===== src/lmirx_map.vh =====
`ifndef LMIRX_MAP_VH
`define LMIRX_MAP_VH
// APB register byte offsets
`define LMIRX_OFF_INSTR 12'h000
`define LMIRX_OFF_CTRL 12'h004
`define LMIRX_OFF_STATUS 12'h008
`define LMIRX_OFF_WORK 12'h00C
`define LMIRX_OFF_BANK 12'h010
`define LMIRX_OFF_PAGE 12'h014
`define LMIRX_OFF_PTR0 12'h018
`define LMIRX_OFF_PTR1 12'h01C
`define LMIRX_OFF_IRQCTL 12'h020
`define LMIRX_OFF_PWRCTL 12'h024
`define LMIRX_OFF_STACK 12'h028
`define LMIRX_OFF_PC 12'h02C
// field positions
`define LMIRX_GIE_BIT 7
`define LMIRX_RI_BIT 2
`define LMIRX_CTRL_GO_BIT 0
// reset values
`define LMIRX_RST_PWRCTL 8'h04
`define LMIRX_RST_IRQCTL 8'h00
// timing counts, in instruction cycles
`define LMIRX_CYC_RETURN_FROM_IRQ 2
`define LMIRX_CYC_SINGLE 1
// indirect access port addresses in the file
`define LMIRX_ADDR_IND0 7'h00
`define LMIRX_ADDR_IND1 7'h01
`endif


===== src/lmirx_ptr_unit.v =====
`timescale 1ns/1ps
// ============================================================
// indirect pointer address and update unit
module lmirx_ptr_unit #(
    parameter PW = 16
) (
    // pointer and operands
    input wire [PW-1:0] ptr,
    input wire [1:0] mode,
    input wire [5:0] offset,
    input wire relative,
    // results
    output reg [PW-1:0] target,
    output reg [PW-1:0] next_ptr
);
    wire [PW-1:0] plus_one;
    wire [PW-1:0] minus_one;
    wire [PW-1:0] ofs_ext;
    // widths kept at PW so overflow wraps modulo the range
    assign plus_one = ptr + {{(PW-1){1'b0}}, 1'b1};
    assign minus_one = ptr - {{(PW-1){1'b0}}, 1'b1};
    assign ofs_ext = {{(PW-6){offset[5]}}, offset};

    // address and pointer write-back selection
    always @* begin
        target = ptr;
        next_ptr = ptr;
        if (relative) begin
            target = ptr + ofs_ext;
            next_ptr = ptr;
        end else begin
            case (mode)
                2'b00: begin
                    target = plus_one;
                    next_ptr = plus_one;
                end
                2'b01: begin
                    target = minus_one;
                    next_ptr = minus_one;
                end
                2'b10: begin
                    target = ptr;
                    next_ptr = plus_one;
                end
                2'b11: begin
                    target = ptr;
                    next_ptr = minus_one;
                end
                default: begin
                    target = ptr;
                    next_ptr = ptr;
                end
            endcase
        end
    end
endmodule // lmirx_ptr_unit


===== src/lmirx_exec.v =====
// Summary of operation
// - bank literal loads 5 bits into bank select
// - page literal loads 7 bits into latch
// - working literal loads W in one cycle
// - store W to file register f
// - indirect address: ptr, ptr+1, ptr-1 or ptr+k
// - mode 00/01/10/11 pre/pre/post/post inc/dec
// - pointer ends incremented, decremented or unchanged
// - indirect port addresses redirect through pointer
// - pointers are 16 bits and wrap
// - pointer updates touch no status flag
// - software reset resets and clears reset flag
// - return from irq pops stack, two cycles
// - return from irq sets enable bit 7
// - indirect store writes W around pointer update
//
// Decided for this implementation: the register offsets and the APB slave port.
`timescale 1ns/1ps
`include "lmirx_map.vh"
module lmirx_exec #(
    parameter PW = 16,
    parameter SD = 16
) (
    // clock and reset
    input wire clk,
    input wire resetn,
    // apb slave
    input wire psel,
    input wire penable,
    input wire pwrite,
    input wire [11:0] paddr,
    input wire [31:0] pwdata,
    output reg [31:0] prdata,
    output reg pready,
    output reg pslverr,
    // register file write port
    output reg file_we,
    output reg [PW-1:0] file_addr,
    output reg [7:0] file_wdata,
    // stack pop strobe and core reset request
    output reg stack_pop,
    output reg soft_reset_req
);
    // ============================================================
    // opcodes (14-bit instruction word)
    localparam [13:0] OP_NOP = 14'h0000;
    localparam [13:0] OP_RESET = 14'h0001;
    localparam [13:0] OP_RETURN_FROM_IRQ = 14'h0009;

    // ============================================================
    // state machine, one-hot
    localparam [2:0] S_IDLE = 3'b001;
    localparam [2:0] S_EXEC = 3'b010;
    localparam [2:0] S_RET2 = 3'b100;

    reg [2:0] state;
    reg [13:0] instr;
    reg [7:0] work;
    reg [4:0] bank_select_reg;
    reg [6:0] pc_high_latch;
    reg [PW-1:0] ptr0;
    reg [PW-1:0] ptr1;
    reg [7:0] irq_control_reg;
    reg [7:0] power_control_reg;
    reg [14:0] pc;
    reg [14:0] stack_mem [0:SD-1];
    reg [3:0] sp;
    reg [7:0] executed;
    reg busy;

    // ============================================================
    // instruction class decoding
    function [2:0] lmirx_class;
        input [13:0] w;
        begin
            if (w[13:5] == 9'b000000001)
                lmirx_class = 3'd1; // bank literal
            else if (w[13:7] == 7'b1100011)
                lmirx_class = 3'd2; // page literal
            else if (w[13:8] == 6'b110000)
                lmirx_class = 3'd3; // working literal
            else if (w[13:7] == 7'b0000001)
                lmirx_class = 3'd4; // store to file
            else if (w[13:3] == 11'b00000000011 || w[13:7] == 7'b1111111)
                lmirx_class = 3'd5; // indirect store
            else
                lmirx_class = 3'd0;
        end
    endfunction

    wire [2:0] cls;
    wire relative;
    wire sel1;
    wire [PW-1:0] cur_ptr;
    wire [PW-1:0] ind_target;
    wire [PW-1:0] ind_next;
    wire [PW-1:0] direct_addr;
    assign cls = lmirx_class(instr);
    assign relative = (instr[13:7] == 7'b1111111);
    assign sel1 = relative ? instr[6] : instr[2];
    assign cur_ptr = sel1 ? ptr1 : ptr0;
    assign direct_addr = {{(PW-12){1'b0}}, bank_select_reg, instr[6:0]};

    lmirx_ptr_unit #(.PW(PW)) u_ptr (
        .ptr(cur_ptr),
        .mode(instr[1:0]),
        .offset(instr[5:0]),
        .relative(relative),
        .target(ind_target),
        .next_ptr(ind_next)
    );

    // ============================================================
    // apb access decode
    wire wr_acc;
    wire rd_acc;
    wire [11:0] off;
    assign wr_acc = psel & penable & pwrite & pready;
    assign rd_acc = psel & ~penable & ~pwrite;
    assign off = {paddr[11:2], 2'b00};

    // zero-wait-state answer: pready rises in the access phase
    always @(posedge clk) begin
        if (!resetn) begin
            pready <= 1'b0;
            pslverr <= 1'b0;
        end else begin
            pready <= psel & ~penable;
            pslverr <= psel & ~penable & (paddr[1:0] != 2'b00 || paddr > `LMIRX_OFF_PC);
        end
    end

    // read data mux, registered at setup so it is valid in the access phase
    always @(posedge clk) begin
        if (!resetn) begin
            prdata <= 32'h00000000;
        end else if (rd_acc) begin
            case (off)
                `LMIRX_OFF_INSTR: prdata <= {18'h00000, instr};
                `LMIRX_OFF_STATUS: prdata <= {23'h000000, busy, executed};
                `LMIRX_OFF_WORK: prdata <= {24'h000000, work};
                `LMIRX_OFF_BANK: prdata <= {27'h0000000, bank_select_reg};
                `LMIRX_OFF_PAGE: prdata <= {25'h0000000, pc_high_latch};
                `LMIRX_OFF_PTR0: prdata <= {{(32-PW){1'b0}}, ptr0};
                `LMIRX_OFF_PTR1: prdata <= {{(32-PW){1'b0}}, ptr1};
                `LMIRX_OFF_IRQCTL: prdata <= {24'h000000, irq_control_reg};
                `LMIRX_OFF_PWRCTL: prdata <= {24'h000000, power_control_reg};
                `LMIRX_OFF_STACK: prdata <= {17'h00000, stack_mem[sp]};
                `LMIRX_OFF_PC: prdata <= {17'h00000, pc};
                default: prdata <= 32'h00000000;
            endcase
        end
    end

    // ============================================================
    // execution engine; a write to control bit 0 launches the held instruction
    // software may not alter core registers over the bus while busy
    always @(posedge clk) begin
        if (!resetn) begin
            state <= S_IDLE;
            instr <= 14'h0000;
            work <= 8'h00;
            bank_select_reg <= 5'h00;
            pc_high_latch <= 7'h00;
            ptr0 <= 16'h0000;
            ptr1 <= 16'h0000;
            irq_control_reg <= `LMIRX_RST_IRQCTL;
            pc <= 15'h0000;
            sp <= 4'h0;
            executed <= 8'h00;
            busy <= 1'b0;
            file_we <= 1'b0;
            file_addr <= 16'h0000;
            file_wdata <= 8'h00;
            stack_pop <= 1'b0;
            soft_reset_req <= 1'b0;
        end else begin
            file_we <= 1'b0;
            stack_pop <= 1'b0;
            soft_reset_req <= 1'b0;
            case (state)
                S_IDLE: begin
                    if (wr_acc) begin
                        case (off)
                            `LMIRX_OFF_INSTR: instr <= pwdata[13:0];
                            `LMIRX_OFF_WORK: work <= pwdata[7:0];
                            `LMIRX_OFF_PTR0: ptr0 <= pwdata[PW-1:0];
                            `LMIRX_OFF_PTR1: ptr1 <= pwdata[PW-1:0];
                            `LMIRX_OFF_IRQCTL: irq_control_reg <= pwdata[7:0];
                            `LMIRX_OFF_STACK: begin
                                stack_mem[sp + 4'h1] <= pwdata[14:0];
                                sp <= sp + 4'h1;
                            end
                            `LMIRX_OFF_CTRL: begin
                                if (pwdata[`LMIRX_CTRL_GO_BIT]) begin
                                    state <= S_EXEC;
                                    busy <= 1'b1;
                                end
                            end
                            default: ;
                        endcase
                    end
                end
                S_EXEC: begin
                    state <= S_IDLE;
                    busy <= 1'b0;
                    pc <= pc + 15'h0001;
                    executed <= executed + 8'h01;
                    if (instr == OP_RETURN_FROM_IRQ) begin
                        // second cycle spent loading pc from the popped top
                        state <= S_RET2;
                        busy <= 1'b1;
                        stack_pop <= 1'b1;
                        irq_control_reg[`LMIRX_GIE_BIT] <= 1'b1;
                    end else if (instr == OP_RESET) begin
                        // pulses the device reset; this core clears itself too
                        soft_reset_req <= 1'b1;
                        state <= S_IDLE;
                        pc <= 15'h0000;
                        work <= 8'h00;
                        bank_select_reg <= 5'h00;
                        pc_high_latch <= 7'h00;
                        ptr0 <= 16'h0000;
                        ptr1 <= 16'h0000;
                        irq_control_reg <= `LMIRX_RST_IRQCTL;
                    end else begin
                        case (cls)
                            3'd1: bank_select_reg <= instr[4:0];
                            3'd2: pc_high_latch <= instr[6:0];
                            3'd3: work <= instr[7:0];
                            3'd4: begin
                                // indirect port names carry no storage
                                file_we <= 1'b1;
                                file_wdata <= work;
                                if (instr[6:0] == `LMIRX_ADDR_IND0)
                                    file_addr <= ptr0;
                                else if (instr[6:0] == `LMIRX_ADDR_IND1)
                                    file_addr <= ptr1;
                                else
                                    file_addr <= direct_addr;
                            end
                            3'd5: begin
                                // w is left alone, no flag path exists here
                                file_we <= 1'b1;
                                file_wdata <= work;
                                file_addr <= ind_target;
                                if (sel1)
                                    ptr1 <= ind_next;
                                else
                                    ptr0 <= ind_next;
                            end
                            default: ; // no-op changes nothing else
                        endcase
                    end
                end
                S_RET2: begin
                    pc <= stack_mem[sp];
                    sp <= sp - 4'h1;
                    state <= S_IDLE;
                    busy <= 1'b0;
                end
                default: state <= S_IDLE;
            endcase
        end
    end

    // ============================================================
    // power control: the flag survives the reset it reports
    always @(posedge clk) begin
        if (!resetn) begin
            power_control_reg <= `LMIRX_RST_PWRCTL;
        end else if (state == S_EXEC && instr == OP_RESET) begin
            power_control_reg[`LMIRX_RI_BIT] <= 1'b0;
        end else if (wr_acc && off == `LMIRX_OFF_PWRCTL && state == S_IDLE) begin
            power_control_reg <= pwdata[7:0];
        end
    end
endmodule // lmirx_exec


===== config.mk =====
export PLATFORM = sky130hd
export DESIGN_NAME = lmirx_exec
export DESIGN_NICKNAME = d
export VERILOG_FILES = /design/src/lmirx_ptr_unit.v /design/src/lmirx_exec.v
export VERILOG_INCLUDE_DIRS = /design/src
export SDC_FILE = /design/constraint.sdc
export NUM_CORES = 1
export LEC_CHECK = 0
export ABC_AREA = 1
export ABC_CLOCK_PERIOD_IN_PS = 7950
export BUFFER_PORTS_ARGS = -buffer_cell sky130_fd_sc_hd__buf_2
export CORE_UTILIZATION = 40
export CTS_CLUSTER_SIZE = 8
export DETAILED_ROUTE_END_ITERATION = 8
export GPL_ROUTABILITY_DRIVEN = 0
export PLACE_DENSITY = 0.57
export SYNTH_ARGS = -nofsm -noshare
export SYNTH_HDL_FRONTEND = slang
export SYNTH_SLANG_ARGS = --single-unit

===== constraint.sdc =====
create_clock -name clk -period 7.95 [get_ports clk]
set_input_delay 1.59 -clock clk [delete_from_list [all_inputs] [get_ports clk]]
set_output_delay 1.59 -clock clk [all_outputs]
set_load 0.01 [all_outputs]

### Word level (Yosys, flattened, before mapping)

Memory sizes are Yosys's and may differ from the RTL's. A register that Yosys moved wholly into a read port is not among the register bits.
Index checks and enable logic that the tools add are counted.

* $add $sub $neg: 7
* magnitude comparators: 1
* equality and inequality tests: 46
* reductions and logical operators: 38
* muxes and demuxes: 72
* bitwise gates (word level): 13

Operators with widths (count)
* 2-to-1 mux 16 bit: 17
* case mux 16 bit (11 select lines): 1
* case mux 16 bit (2 select lines): 4
* 2-to-1 mux 8 bit: 8
* case mux 16 bit (3 select lines): 1
* == test 10 x 3 -> 1 bit, second input constant: 4
* == test 10 x 4 -> 1 bit, second input constant: 4
* case mux 8 bit (2 select lines): 2
* 2-to-1 mux 15 bit: 2
* 2-to-1 mux 3 bit: 10
* case mux 15 bit (2 select lines): 1
* 2-to-1 mux 7 bit: 3
* == test 10 x 2 -> 1 bit, second input constant: 2
* adder 16 x 1 -> 16 bit, second input constant: 1
* adder 16 bit: 1
* 2-to-1 mux 4 bit: 4
* AND reduction 4 bit: 4
* nonzero test 2 bit: 8
* subtractor 16 x 1 -> 16 bit, second input constant: 1
* adder 15 x 1 -> 15 bit, second input constant: 1
* AND reduction 3 bit: 5
* == test 14 x 1 -> 1 bit, second input constant: 1
* == test 14 x 4 -> 1 bit, second input constant: 1
* == test 7 x 1 -> 1 bit, second input constant: 2
* 37 further kinds: 89

* logic and storage cells: 201
* RAM bits: 240
* flip-flop bits (word level): 174
* memories: 1
* output and inout bits: 61

Memories
* stack_mem: words 16, bits a word 15, rd ports 1, clocked after memory_dff 1, write ports 1, RTL line lmirx_exec.v:66 `reg [14:0] stack_mem [0:SD-1];`

### Longest topological paths before layout

* word-level depth: 12
* gate-level depth with buffers: 25
* mapped depth without buffers: 24

### Cells and area by module

Synthesis repeated with hierarchy kept, for this count alone.

* cells, all modules: 2747
* area total of the unflattened synthesis: 21370.5 um2

By module, submodules not included
* lmirx_exec: area each 18805.5 um2, cells each 2225, instances 1
* lmirx_ptr_unit: area each 2565.0 um2, cells each 522, instances 1

### Worst setup path after synthesis

OpenSTA, ideal clock, no wires.

* kind: input-to-reg
* start: input port paddr[7]
* end: memory stack_mem[0][0], enable pin
* path buffers: 1
* arrival: 4062 ps
* path slack: 3482 ps
* data required time: 7544 ps
* cell stages on the path: 9
* setup time: 406 ps
* path through: or2_1 nor2_1 buf_2 nand2_1 nor2_2 inv_2 nor3_1 nand2_1 nor3_1

* longest elaborated chain between the ends: 6

Ends and longest elaborated chain
* from (decl): RTL line lmirx_exec.v:31 `input wire [11:0] paddr,`
* == test 10 x 4 -> 1 bit: RTL line lmirx_exec.v:184 `case (off)`
* 2-to-1 mux 1 bit: RTL line lmirx_exec.v:184
* 2-to-1 mux 1 bit: RTL line lmirx_exec.v:183 `if (wr_acc) begin`
* 2-to-1 mux 1 bit: RTL line lmirx_exec.v:181 `case (state)`
* 2-to-1 mux 1 bit: RTL line lmirx_exec.v:159 `if (!resetn) begin`
* 2-to-1 mux 1 bit (not written as such): RTL line lmirx_exec.v:191 `stack_mem[sp + 4'h1] <= pwdata[14:0];`
* to (decl): RTL line lmirx_exec.v:66

No other way between the ends.

### Worst setup path in the final report

* start: input port paddr[7]
* end: memory stack_mem[8][0], enable pin

The elaborated chain is that of the path after synthesis.

==> summary.md <==
| Metric | Value |
|---|---|
| Die Y | 228 µm |
| Total GRT Usage | 23.9% |
| CTS root buffer | clkbuf_16 |
| Grt total ovfl | 0 |
| Clock sinks | 402 |
| Cells after synthesis | 2316 |
| Initial antenna violation count | 0 |
| # hold bufs at CTS | 0 |
| I/O Buffers | 77 |
| P_leak | 8.65 nW |
| Worst slew pin tran | 1.33 ns |
| Area leader, netlist | edfxtp_1 |
| Router iterations before antenna repair | 6 |
| Setup violations, final | 0 |
| Synth top area share | 35.2% |
| Vias | 16900 |
| Arrival @ worst endpoint | 5.01 ns |
| Ratio of final minimum period to clock period | 59.1% |
| Crit start category | input pin |
| Post-route insts no fill | 3068 |
| Crit. End Element | flip-flop |
| Layout area overhead | 12.2% |
| Hpwl dp | 41500 µm |
| Vias per cell | 5.52 |
| Core Util, Final | 45.6% |
| Ys Warns | 0 |
| Synthesized cell area | 20400 µm² |
| Vias in the first global route | 16100 |
| Hold Startpoint | power_control_reg[1]$_SDFFE_PN0P_ |
| Number of flops mapped to enable cells by yosys | 240 |
| Hold Fails Final Rpt | 0 |
| CTS tree | done |
| Biggest register | stack_mem |
| Worst-path fanout max | 11 |
| Clock-pin slew on the worst setup and hold paths | 0.05 ns |
| Die Span X | 228 µm |
| Crit path from | paddr[7] |
| Starting density of the core | 40.7% |
| Post-route DRC | 0 |
| CTS Buf Count | 56 |
| Most common cell after layout, fill and taps aside | nand2_1 |
| Antenna diodes | 0 |
| Post-route ant nets | 0 |
| Pins Over Slew Limit | 0 |
| Initial drt markers | 1552 |
| Status | completed |
| CTS H-tree lvls | 2 |
| Footprint of the multi-input gates | 8390 µm² |
| Postcts setup bufs | 0 |
| FFs w/ async S/R, synth | 0% |
| Most frequent cells in the layout | nand2_1 (354), inv_1 (268), edfxtp_1 (240) |
| Total of max-cap violations | 0 |
| RR Startpoint | instr[7]$_SDFFE_PN0P_ |
| Total die area | 52000 µm² |
| Max reg flops | 240 |
| Peak supply drop | 0.158 mV |
| Post-synth top flop | edfxtp_1 |
| Pin count of the biggest net entering global routing | 95 |
| RSZ-0062 raised after global routing | false |
| Synth Area per Inst | 8.83 µm² |
| I/O pin cnt | 110 |
| Final min period | 4.70 ns |
| Clock latency on the worst-skew pair | 0.61 ns |
| First-pass GRT wire length | 96500 µm |
| Max Root-Sink Buffers | 3 |
| Synth cell types | 65 |
| Reg area | 10500 µm² |
| Wirelength per Cell | 20.4 µm |
| Row cnt | 82 |
| Leading post-synthesis cells by cell area | edfxtp_1 (35%), dfxtp_1 (16%), nand2_1 (6.5%) |
| Tightest Hold Check Type | flip-flop to flip-flop |
| Worst Setup Slack, final | 3.25 ns |
| Setup TNS | 0 ns |
| Power Dens Cells | 200 nW/µm² |
| FILL cells | 4870 |
| Relative slew margins | 11.4% |
| WP data required | 8.26 ns |
| Clock Skew | 0.0334 ns |
| Post-Route WL | 62500 µm |
| Fmax | 213 MHz |
| Synthesized flop and latch total | 402 |
| Cts repair resizes | 0 |
| Sequential-to-total area share from yosys stat | 51.1% |
| CP Class | input pin to flip-flop |
| Layout cells sized above 1 | 11.7% |
| Setup WS pre-CTS | 2.69 ns |
| Final layout net count | 2435 |
| Core box area | 50300 µm² |
| # placed instances | 2975 |
synthesized netlist by cell type (7+ instances only):
cell type,number
nand4_1,18
nand3_1,156
nand3_2,14
o211ai_1,82
a221oi_1,9
buf_2,14
clkbuf_1,82
edfxtp_1,240
o221ai_1,9
dfxtp_1,162
o21ai_1,7
o21ai_0,219
inv_1,269
xor2_1,14
or2_2,7
nand2_2,16
nor3_1,25
inv_2,14
nand2_1,354
o22ai_1,19
buf_4,19
nor2_2,11
ha_1,24
a21oi_1,239
a31oi_1,8
mux2i_1,60
nand2_4,12
nor2_1,128
layer usage:
layer / vias up / GRT usage, % / share of wire (%)
met4: 0 / 8.52 / 3.2
met3: 116 / 4.51 / 7.7
li1: 8108 / - / -
met2: 630 / 35.9 / 43
met5: - / 0 / 0
met1: 8080 / 34.3 / 46
logic make-up (layout without fill, tap and decap cells):
logic type / Yosys count / in the layout / synth area share [%]
flops: 402 / 402 / 51.1
xor+xnor: 18 / 18 / 0.771
fa+ha+maj: 25 / 25 / 1.57
simple gates: 764 / 764 / 17.6
mux: 60 / 60 / 2.94
compound gates: 631 / 631 / 17.7
other cells: 1 / 16 / 0.0183
buf+inv: 415 / 480 / 8.33
power breakdown:
group | total, mW | internal (mW) | switching [mW]
Clock | 2.25 | 1.35 | 0.896
Sequential | 2.22 | 2.21 | 0.00627
Combinational | 0.133 | 0.0302 | 0.103
Total | 4.60 | 3.60 | 1.01
final cells by class:
type                       instances  share of cell area, %
tap                              672                   3.66
clock inverter                     3                  0.349
sequential                       402                   45.6
timing repair buffer              97                   2.33
inverter                         290                   4.75
clock buffer                      90                   6.76
multi-input combinational       1514                   36.6
worst paths after layout:
path,endpoint,slack (ns),cells after the start
max,stack_mem[8][0]$_DFFE_PP_,3.25,11
min,power_control_reg[1]$_SDFFE_PN0P_,0.46,2
max reg2reg,file_addr[10]$_SDFFE_PN0P_,3.53,23
min reg2reg,power_control_reg[1]$_SDFFE_PN0P_,0.46,2
metrics by stage:
step	total power, mW	hold WS [ns]	cell area (µm²)
after floorplan	2.34	0.422	20500
after global placement	2.39	0.444	21300
after detailed placement	2.39	0.451	21300
after CTS	4.63	0.455	22900
after global routing	4.74	0.481	22900
final	4.60	0.456	22900
worst max-delay path, stage by stage:
cell	delay, ns
buf_2	0.09
or2_1	0.22
nor2_1	0.50
nand2_1	0.14
nor2_2	0.11
buf_4	0.20
inv_2	0.13
nor3_1	0.45
nand2_1	0.27
nor3_2	0.96
buf_4	0.35
Note: power is estimated with default switching activity, not from simulation.
